## config.mk

```make
export PLATFORM = sky130hd
export DESIGN_NAME = reset_boot_and_device_id
export DESIGN_NICKNAME = d
export VERILOG_FILES = /design/src/verilog/rst_boot_pkg.sv /design/src/verilog/reset_boot_and_device_id.sv /design/src/verilog/reset_pad_keeper.sv
export SDC_FILE = /design/constraint.sdc
export NUM_CORES = 1
export LEC_CHECK = 0
export BUFFER_PORTS_ARGS = -buffer_cell sky130_fd_sc_hd__clkbuf_2
export CORE_ASPECT_RATIO = 1.2
export CORE_UTILIZATION = 56
export DETAILED_ROUTE_END_ITERATION = 16
export GPL_TIMING_DRIVEN = 1
export PLACE_DENSITY = 0.8
export SYNTH_ARGS = -nofsm -noshare
export SYNTH_HDL_FRONTEND = slang
export SYNTH_SLANG_ARGS = --single-unit
export TNS_END_PERCENT = 20
```

## constraint.sdc

```tcl
create_clock -name sys_clk -period 2.4 [get_ports sys_clk]
set_input_delay 0.36 -clock sys_clk [delete_from_list [all_inputs] [get_ports sys_clk]]
set_output_delay 0.36 -clock sys_clk [all_outputs]
set_load 0.01 [all_outputs]
```

## src/verilog/rst_boot_pkg.sv

```systemverilog
// Constants, layouts and types for the reset, boot and identity block.
// Assumes one 250 MHz core clock and a simple word-wide register port.
package rst_boot_pkg;
  localparam logic [15:0] ADDR_SOFT_RESET_AND_IDENTITY = 16'h0000;
  localparam logic [15:0] ADDR_SILICON_REVISION        = 16'h0001;
  localparam logic [15:0] ADDR_DRIVER_REVISION         = 16'h0002;
  localparam logic [15:0] ADDR_RESET_PAD_CONTROL       = 16'h0C20;
  localparam logic [15:0] ADDR_RAW_IRQ_STATUS_5        = 16'h0D23;
  localparam logic [15:0] ADDR_MIC_PIN_CONTROL         = 16'h0C30;
  localparam logic [15:0] ADDR_IRQ_MASK_5              = 16'h0D33;
  localparam logic [15:0] ADDR_SEQ_MEM_BASE            = 16'h3000;
  localparam int          PULLUP_BIT                   = 1;
  localparam int          PULLDOWN_BIT                 = 0;
  localparam int          BOOT_DONE_BIT                = 8;
  localparam int          MIC_DIG_A_BIT                = 0;
  localparam int          MIC_DIG_B_BIT                = 1;
  localparam logic [1:0]  PAD_RESET                    = 2'h2;
  localparam logic [1:0]  MIC_RESET                    = 2'h0;
  localparam logic        MASK_RESET                   = 1'h0;
  localparam int          SEQ_DEPTH                    = 16;
  localparam int          SEQ_AW                       = 4;
  localparam int          BOOT_STEPS                   = 16;
  localparam int          BOOT_TIME_NS                 = 1000;
  localparam int          CLK_PERIOD_NS                = 4;
  localparam int          BOOT_CYCLES                  = (BOOT_TIME_NS + CLK_PERIOD_NS - 1)
                                                         / CLK_PERIOD_NS;

  typedef struct packed {
    logic        wr;
    logic        rd;
    logic [15:0] addr;
    logic [15:0] wdata;
  } reg_req_t;

  typedef struct packed {
    logic        pu_en;
    logic        pd_en;
    logic        keep_en;
    logic        drive;
  } pad_ctrl_t;

  typedef enum logic [1:0] {ST_RESET, ST_BOOT, ST_READY} boot_state_t;
endpackage

```

## src/verilog/reset_boot_and_device_id.sv

```systemverilog
// Top of reset, boot-status and identity logic.
// Assumes resetn is the power-on reset; the reset pin arrives asynchronously.
`timescale 1ns/100ps
module reset_boot_and_device_id #(
  parameter logic [15:0] DEVICE_ID  = 16'hA5C3, // Arbitrary value
  parameter logic [7:0]  SILICON_REV = 8'h00,
  parameter logic [7:0]  DRIVER_REV  = 8'h00
) (
  input  wire logic                sys_clk,        // 250 MHz core clock
  input  wire logic                resetn,         // Power-on reset, active low
  input  wire logic                clk_en,         // Clock enable
  input  wire logic                rst_pin_in,     // Reset pin level
  input  wire logic                rst_pin_driven, // Reset pin driven externally
  input  wire logic                sleep_req,      // Core in sleep, from supply logic
  input  wire rst_boot_pkg::reg_req_t req,         // Register request
  output logic [15:0]              rdata,          // Read data, registered
  output logic                     rvalid,         // Read data valid
  output rst_boot_pkg::pad_ctrl_t  rst_pad,        // Reset pad controls
  output logic                     irq_n,          // Interrupt pin, active low
  output logic                     gpio_boot,      // Boot flag on GPIO
  output logic                     boot_complete_flag, // Boot done level
  output logic                     core_rst_n,     // Core reset, active low
  output logic                     mic_analogue_a, // Mic pair A analogue
  output logic                     mic_analogue_b, // Mic pair B analogue
  output logic                     digital_mic_clock_a_en, // Dmic clock A drive
  output logic                     digital_mic_clock_b_en  // Dmic clock B drive
);
  import rst_boot_pkg::*;

  logic [1:0]        pad_q;       // Always-on domain
  logic              mask_q;      // Always-on domain
  logic [1:0]        mic_q;
  logic [15:0]       seq_mem_q [SEQ_DEPTH];
  boot_state_t       st_q;
  logic [15:0]       cnt_q;
  logic              pin_sync;
  logic              sleep_meta_q;
  logic              sleep_q;
  logic              wake_q;
  logic              soft_q;
  logic [15:0]       rdata_q;
  logic              rvalid_q;

  function automatic logic hit(input logic [15:0] a, input logic [15:0] b);
    hit = (a == b);
  endfunction

  reset_pad_keeper u_pad (
    .sys_clk    (sys_clk),
    .resetn     (resetn),
    .clk_en     (clk_en),
    .pin_in     (rst_pin_in),
    .pin_driven (rst_pin_driven),
    .pad_bits   (pad_q),
    .pad        (rst_pad),
    .pin_sync   (pin_sync)
  );

  wire hw_rst   = ~pin_sync;
  wire in_reset = hw_rst | soft_q | sleep_q;
  wire ready    = (st_q == ST_READY);
  // Flag drops with the reset source itself, not one cycle later
  wire boot_done = ready & ~in_reset;
  // Writes before boot completes are dropped, matching host obligation
  wire wr_ok    = req.wr & ready & ~in_reset;
  wire wr_id    = wr_ok & hit(req.addr, ADDR_SOFT_RESET_AND_IDENTITY);
  wire wr_pad   = wr_ok & hit(req.addr, ADDR_RESET_PAD_CONTROL);
  wire wr_mic   = wr_ok & hit(req.addr, ADDR_MIC_PIN_CONTROL);
  wire wr_mask  = wr_ok & hit(req.addr, ADDR_IRQ_MASK_5);
  wire seq_hit  = (req.addr[15:SEQ_AW] == ADDR_SEQ_MEM_BASE[15:SEQ_AW]);
  wire wr_seq   = wr_ok & seq_hit;
  wire [SEQ_AW-1:0] seq_idx = req.addr[SEQ_AW-1:0];
  wire [1:0]        pad_wdata = req.wdata[1:0];

  // Sleep level from supply logic is asynchronous
  always_ff @(posedge sys_clk or negedge resetn) begin
    if (!resetn) begin
      sleep_meta_q <= 1'b0;
      sleep_q      <= 1'b0;
    end else if (clk_en) begin
      sleep_meta_q <= sleep_req;
      sleep_q      <= sleep_meta_q;
    end
  end

  // Software reset lasts one cycle; wake marks the sleep exit
  always_ff @(posedge sys_clk or negedge resetn) begin
    if (!resetn) begin
      soft_q <= 1'b0;
      wake_q <= 1'b0;
    end else if (clk_en) begin
      soft_q <= wr_id;
      wake_q <= sleep_q | (wake_q & ~ready);
    end
  end

  // Always-on registers: only power-on clears them
  always_ff @(posedge sys_clk or negedge resetn) begin
    if (!resetn) begin
      pad_q  <= PAD_RESET;
      mask_q <= MASK_RESET;
    end else if (clk_en) begin
      if (wr_pad)
        pad_q <= pad_wdata;
      if (wr_mask)
        mask_q <= req.wdata[BOOT_DONE_BIT];
    end
  end

  // Core registers return to defaults on every reset kind
  always_ff @(posedge sys_clk or negedge resetn) begin
    if (!resetn) begin
      mic_q <= MIC_RESET;
    end else if (clk_en) begin
      if (in_reset)
        mic_q <= MIC_RESET;
      else if (wr_mic)
        mic_q <= req.wdata[1:0];
    end
  end

  // Sequencer memory: no reset term besides power-on
  genvar g;
  generate
    for (g = 0; g < SEQ_DEPTH; g++) begin : g_seq
      always_ff @(posedge sys_clk or negedge resetn) begin
        if (!resetn)
          seq_mem_q[g] <= 16'h0000;
        else if (clk_en && wr_seq && seq_idx == SEQ_AW'(g))
          seq_mem_q[g] <= req.wdata;
      end
    end
  endgenerate

  // Boot sequencer: stays in reset while any source holds, then counts
  always_ff @(posedge sys_clk or negedge resetn) begin
    if (!resetn) begin
      st_q  <= ST_BOOT;
      cnt_q <= 16'h0000;
    end else if (clk_en) begin
      if (in_reset) begin
        st_q  <= ST_RESET;
        cnt_q <= 16'h0000;
      end else begin
        unique case (st_q)
          ST_RESET: begin
            st_q  <= ST_BOOT;
            cnt_q <= 16'h0000;
          end
          ST_BOOT: begin
            if (cnt_q == 16'(BOOT_CYCLES - 1))
              st_q <= ST_READY;
            else
              cnt_q <= cnt_q + 16'h0001;
          end
          ST_READY: st_q <= ST_READY;
          default:  st_q <= ST_RESET;
        endcase
      end
    end
  end

  // Read mux; identity replaces whatever was written at offset zero
  wire [15:0] rd_mux =
      hit(req.addr, ADDR_SOFT_RESET_AND_IDENTITY) ? DEVICE_ID :
      hit(req.addr, ADDR_SILICON_REVISION)        ? {8'h00, SILICON_REV} :
      hit(req.addr, ADDR_DRIVER_REVISION)         ? {8'h00, DRIVER_REV} :
      hit(req.addr, ADDR_RESET_PAD_CONTROL)       ? {14'h0000, pad_q} :
      hit(req.addr, ADDR_RAW_IRQ_STATUS_5)        ? 16'(boot_done) << BOOT_DONE_BIT :
      hit(req.addr, ADDR_IRQ_MASK_5)              ? 16'(mask_q) << BOOT_DONE_BIT :
      hit(req.addr, ADDR_MIC_PIN_CONTROL)         ? {14'h0000, mic_q} :
      seq_hit                                     ? seq_mem_q[seq_idx] :
                                                    16'h0000;

  always_ff @(posedge sys_clk or negedge resetn) begin
    if (!resetn) begin
      rdata_q  <= 16'h0000;
      rvalid_q <= 1'b0;
    end else if (clk_en) begin
      rvalid_q <= req.rd;
      if (req.rd)
        rdata_q <= rd_mux;
    end
  end

  assign rdata              = rdata_q;
  assign rvalid             = rvalid_q;
  assign boot_complete_flag = boot_done;
  assign gpio_boot          = boot_done;
  // Default mask passes the flag; pin falls when boot completes
  assign irq_n              = ~(boot_done & ~mask_q);
  assign core_rst_n         = ~in_reset;
  assign mic_analogue_a     = ~mic_q[MIC_DIG_A_BIT];
  assign mic_analogue_b     = ~mic_q[MIC_DIG_B_BIT];
  assign digital_mic_clock_a_en = mic_q[MIC_DIG_A_BIT] & ready;
  assign digital_mic_clock_b_en = mic_q[MIC_DIG_B_BIT] & ready;

  property p_hw_holds;
    @(posedge sys_clk) disable iff (!resetn)
      (clk_en && !pin_sync) |=> (st_q == ST_RESET);
  endproperty
  a_hw_holds: assert property (p_hw_holds) else $error("Pin low but not in reset");

  property p_soft;
    @(posedge sys_clk) disable iff (!resetn)
      (clk_en && wr_id) |=> soft_q ##1 (st_q == ST_RESET || !clk_en);
  endproperty
  a_soft: assert property (p_soft) else $error("Write to zero gave no reset");

  property p_flag_low;
    @(posedge sys_clk) disable iff (!resetn)
      (st_q != ST_READY) |-> !boot_complete_flag;
  endproperty
  a_flag_low: assert property (p_flag_low) else $error("Boot flag early");

  property p_boot_len;
    @(posedge sys_clk) disable iff (!resetn)
      (st_q == ST_BOOT && cnt_q == 16'h0000 && clk_en && !in_reset)
        |-> !ready [*8];
  endproperty
  a_boot_len: assert property (p_boot_len) else $error("Boot too short");

  property p_irq;
    @(posedge sys_clk) disable iff (!resetn)
      ($rose(boot_complete_flag) && !mask_q) |-> $fell(irq_n);
  endproperty
  a_irq: assert property (p_irq) else $error("No falling irq at boot done");

  property p_pad_keep;
    @(posedge sys_clk) disable iff (!resetn)
      (clk_en && wr_pad) |=> (pad_q == $past(pad_wdata));
  endproperty
  a_pad_keep: assert property (p_pad_keep) else $error("Pad write lost");

  property p_pad_survive;
    @(posedge sys_clk) disable iff (!resetn)
      in_reset |=> $stable(pad_q);
  endproperty
  a_pad_survive: assert property (p_pad_survive) else $error("Always-on reg reset");

  property p_seq_keep;
    @(posedge sys_clk) disable iff (!resetn)
      in_reset |=> $stable(seq_mem_q[0]);
  endproperty
  a_seq_keep: assert property (p_seq_keep) else $error("Sequencer memory lost");

  property p_id;
    @(posedge sys_clk) disable iff (!resetn)
      (clk_en && req.rd && req.addr == ADDR_SOFT_RESET_AND_IDENTITY)
        |=> (rvalid && rdata == DEVICE_ID);
  endproperty
  a_id: assert property (p_id) else $error("Identity read wrong");

  property p_mic;
    @(posedge sys_clk) disable iff (!resetn)
      (clk_en && in_reset) |=> (mic_analogue_a && mic_analogue_b);
  endproperty
  a_mic: assert property (p_mic) else $error("Mic pin not analogue after reset");

  property p_flag_reset;
    @(posedge sys_clk) disable iff (!resetn)
      in_reset |-> !boot_complete_flag;
  endproperty
  a_flag_reset: assert property (p_flag_reset) else $error("Boot flag high in reset");

  property p_wake_mask;
    @(posedge sys_clk) disable iff (!resetn)
      (clk_en && wake_q && !ready) |=> $stable(mask_q);
  endproperty
  a_wake_mask: assert property (p_wake_mask) else $error("Always-on mask moved in wake");

  property p_raw_status;
    @(posedge sys_clk) disable iff (!resetn)
      (clk_en && req.rd && req.addr == ADDR_RAW_IRQ_STATUS_5)
        |=> (rvalid && rdata[BOOT_DONE_BIT] == $past(boot_complete_flag));
  endproperty
  a_raw_status: assert property (p_raw_status) else $error("Raw status read wrong");

  property p_silicon_rev;
    @(posedge sys_clk) disable iff (!resetn)
      (clk_en && req.rd && req.addr == ADDR_SILICON_REVISION)
        |=> (rvalid && rdata == {8'h00, SILICON_REV});
  endproperty
  a_silicon_rev: assert property (p_silicon_rev) else $error("Silicon rev read wrong");

  property p_driver_rev;
    @(posedge sys_clk) disable iff (!resetn)
      (clk_en && req.rd && req.addr == ADDR_DRIVER_REVISION)
        |=> (rvalid && rdata == {8'h00, DRIVER_REV});
  endproperty
  a_driver_rev: assert property (p_driver_rev) else $error("Driver rev read wrong");

  property p_keeper_pulls;
    @(posedge sys_clk) disable iff (!resetn)
      (pad_q == 2'h3) |-> (rst_pad.keep_en && !rst_pad.pu_en && !rst_pad.pd_en);
  endproperty
  a_keeper_pulls: assert property (p_keeper_pulls) else $error("Keeper not selected");

  property p_pull_only;
    @(posedge sys_clk) disable iff (!resetn)
      (pad_q != 2'h3) |-> (!rst_pad.keep_en &&
                           rst_pad.pu_en == pad_q[PULLUP_BIT] &&
                           rst_pad.pd_en == pad_q[PULLDOWN_BIT]);
  endproperty
  a_pull_only: assert property (p_pull_only) else $error("Pull enable wrong");
endmodule

```

## src/verilog/reset_pad_keeper.sv

```systemverilog
// Reset pin conditioner: pull options, bus keeper and synchroniser.
// Assumes the pad cell applies pu/pd and the keeper drive; pin is async.
`timescale 1ns/100ps
module reset_pad_keeper (
  input  wire logic                  sys_clk,    // Core clock
  input  wire logic                  resetn,     // Power-on reset, active low
  input  wire logic                  clk_en,     // Freezes state when low
  input  wire logic                  pin_in,     // Raw reset pin level
  input  wire logic                  pin_driven, // External driver active
  input  wire logic [1:0]            pad_bits,   // Pull-up, pull-down enables
  output rst_boot_pkg::pad_ctrl_t    pad,        // Pad control outputs
  output logic                       pin_sync    // Synchronised pin level
);
  import rst_boot_pkg::*;
  logic meta_q;
  logic sync_q;
  logic keep_q;
  wire  keep_on = pad_bits[PULLUP_BIT] & pad_bits[PULLDOWN_BIT];
  // Released line resolves to pull value, or last level when keeping
  wire  level   = pin_driven ? pin_in :
                  keep_on    ? keep_q :
                  pad_bits[PULLUP_BIT] ? 1'b1 :
                  pad_bits[PULLDOWN_BIT] ? 1'b0 : pin_in;

  always_ff @(posedge sys_clk or negedge resetn) begin
    if (!resetn) begin
      meta_q <= 1'b1;
      sync_q <= 1'b1;
      keep_q <= 1'b1;
    end else if (clk_en) begin
      meta_q <= level;
      sync_q <= meta_q;
      keep_q <= sync_q;
    end
  end

  assign pin_sync    = sync_q;
  assign pad.pu_en   = pad_bits[PULLUP_BIT] & ~keep_on;
  assign pad.pd_en   = pad_bits[PULLDOWN_BIT] & ~keep_on;
  assign pad.keep_en = keep_on;
  assign pad.drive   = keep_q;
endmodule

```

==> impl_metrics.ini <==
[run_status]
status = complete, but fails checks
violations = negative setup slack

[sta]
min_period_ns = 2.45
slew_headroom = 0.382
period_share = 1.02
hold_viol = 0
clock.fmax_mhz = 408
layout_setup_ws_ns = -0.0523
worst_pin_slew_ns = 0.927
skew_ns = 0.0279
setup_viol = 110
final_max_slew_viol_count = 0
timing.setup.tns_ns = -1.74
rsz0062_at_grt = true

[global_route]
grt_usage = 0.278
antenna_found_initial = 0
grt_pass1_wl_um = 55700
grt_max_degree = 64
grt_pass1_vias = 9656
globalRouteOverflowTotal = 0

[synth]
ys_seq_area_frac = 0.520
avgSynthCellArea_um2 = 15.0
synthesis.area_um2 = 14500
synth_edf_count = 0
synth_fp_nets = 1017
yosysUniqueCellTypes = 61
async_flop_share = 1.00
synth-seq-cells = 302
ys.flop_type = dfrtp_1
synthCells = 972
synth_warnings = 0

[clocking]
htreeDepth = 1
cts_tree = yes
clk_pin_slew_ns = 0.06
clk_path_buf_depth = 3
cts_sinks = 302
clock_latency_ns = 0.57
cts-root-buf = clkbuf_16
numCtsBuffers = 30

[layout]
area_growth_pct = 19.9
final_util = 0.684
register_area_um2 = 7560
multi_input_area_um2 = 6810
final_cells = 1461
n_fill_cell = 1614
diodes = 0
layout-drive-gt1-share = 0.520
final_net_count = 1153

[placed_design]
dp.cells = 1393
hpwl_um = 22400
gp_congestion = 0.823
preCtsSetupSlack_ns = -0.207
io_buffers = 68

[power]
p_leak_nw = 8.57
power.density_nw_per_um2 = 612
p_total_mw = 10.7
vdd_drop_max_mv = 0.734

[critical_path]
rr_startpoint = u_pad.pin_sync$_DFFE_PN1P_
start_kind = flip-flop
r2r_end = seq_mem_q[66]$_DFFE_PN0P_
ff2ff_path_depth = 7
critPathMaxFanout = 8
reg2reg_slack_ns = -0.05
endpoint_kind = flip-flop
worstPathArrival_ns = 2.88
startpoint = u_pad.pin_sync$_DFFE_PN1P_
path_class = reg2reg
endpoint = seq_mem_q[66]$_DFFE_PN0P_
cp.required_ns = 2.83

[floorplan]
die_w_um = 149
die_h_um = 178
die_area_um2 = 26600
start_util = 0.571
rows = 64
ios = 69
core-area_um2 = 25500

[drt]
firstDrtPassIters = 5
num_vias = 9013
routedWlPerCell_um = 24.6
viasPerCell = 6.17
drc_errors = 0
drtAntennaViolNets = 0
drt_iter0_markers = 629
wl_um = 35900

[job]
maxCapViolations = 0

[worst_hold_path]
min_path_type = in2reg
==> cell usage after synthesis (8+ instances only) <==
cell	number	area, um2
mux2_2	155	1750
nor2_1	35	131
nand3_4	10	175
nand2_1	43	161
buf_2	9	45.0
mux4_2	64	1440
a22o_1	16	140
buf_6	12	135
buf_1	10	37.5
mux2_4	100	1500
clkbuf_1	28	105
o21ai_0	20	100
and2_1	9	56.3
a21oi_1	20	100
dfrtp_1	297	7430
inv_1	15	56.3
a22oi_1	16	120
mux2_1	10	113
nand3_1	8	40.0
==> cells in the final DEF, fill, tap and decap left out, types with 3 or more instances in the layout <==
master,count
and2_1,9
a21oi_1,20
nand4_1,3
o21ai_0,19
or4_1,4
or2_4,3
nand2_1,43
a22o_1,16
buf_12,25
ha_1,4
mux2_2,111
o21a_1,6
clkbuf_16,32
clkbuf_1,8
nor4_4,3
nor3_1,6
dfrtp_1,297
and3_1,4
a22oi_1,16
nand3_4,12
buf_4,61
a31oi_1,7
dfstp_2,5
mux2_4,152
mux2i_1,3
buf_6,13
clkbuf_2,65
nor2b_1,3
clkbuf_8,5
nand3_1,6
clkinv_2,5
inv_1,13
mux4_2,64
nor2_1,34
bufinv_16,4
==> what timing repair did <==
action | 4_1_cts | 5_1_grt
resized for setup | 41 | 31
hold buffers | 1 | 0
endpoints found under the hold margin | 56 | 0
cloned | 3 | 2
pin swaps | 5 | 2
setup endpoints to repair | 236 | 248
setup buffers | 7 | 3
==> flip-flops by register name, summed over array words and instances (netlist names) <==
name / cells
cnt_q: 16
mask_q: 1
mic_q: 2
pad_q: 2
rdata: 16
rvalid: 1
seq_mem_q: 256
sleep_meta_q: 1
sleep_q: 1
soft_q: 1
st_q: 2
u_pad.keep_q: 1
u_pad.meta_q: 1
u_pad.pin_sync: 1
==> worst min-delay path by stage <==
stage | slack (ns) | depth (start not counted) | from | end
5_1_grt | 0.05 | 2 | sleep_req | sleep_meta_q$_DFFE_PN0P_
2_1_floorplan | 0.06 | 0 | resetn | cnt_q[0]$_DFFE_PN0P_
3_3_place_gp | 0.33 | 1 | resetn | seq_mem_q[172]$_DFFE_PN0P_
4_1_cts | 0.04 | 2 | sleep_req | sleep_meta_q$_DFFE_PN0P_
6_report | 0.05 | 2 | sleep_req | sleep_meta_q$_DFFE_PN0P_
3_5_place_dp | 0.34 | 1 | resetn | seq_mem_q[172]$_DFFE_PN0P_
==> routing by layer <==
| layer | global-route usage | vias up | share of wire |
|---|---|---|---|
| met2 | 0.471 | 299 | 0.50 |
| met5 | 0 | - | 0 |
| met4 | 0.113 | 0 | 0.043 |
| met1 | 0.358 | 4763 | 0.40 |
| met3 | 0.0435 | 86 | 0.053 |
| li1 | - | 3865 | - |
==> critical path: stages (launching register included) <==
cell	delay, ns
dfstp_2	0.54
or3b_4	0.42
or2_4	0.26
nor4_4	0.15
buf_6	0.17
and3_4	0.26
buf_12	0.17
mux2_2	0.34
==> cells by family (layout without fill, tap and decap cells) <==
logic type | count (synthesis) | count (layout) | synth area share
compound gates | 98 | 98 | 0.0453
fa+ha+maj | 5 | 5 | 0.00430
flops | 302 | 302 | 0.520
buf+inv | 81 | 240 | 0.0306
simple gates | 154 | 154 | 0.0671
mux | 332 | 332 | 0.332
==> where the power goes <==
| group | internal (mW) | switching, mW | leakage, nW |
|---|---|---|---|
| Clock | 2.90 | 2.02 | 0.504 |
| Sequential | 5.13 | 0.0208 | 4.18 |
| Combinational | 0.200 | 0.405 | 3.89 |
==> through the flow <==
stage	instance area, um2	hold slack, ns
after CTS	17300	0.0351
final	17400	0.0511
after detailed placement	16000	0.337
after floorplan	14600	0.0644
after global routing	17400	0.0526
after global placement	16000	0.330
==> area by class of cell <==
cell class / count / area share
Multi-Input combinational cell: 589 / 0.391
Sequential cell: 302 / 0.434
Tap cell: 330 / 0.0237
Timing Repair Buffer: 170 / 0.0895
Inverter: 15 / 0.00323
Clock buffer: 43 / 0.0487
Clock inverter: 12 / 0.0103
Power figures use the tool's default switching activity.
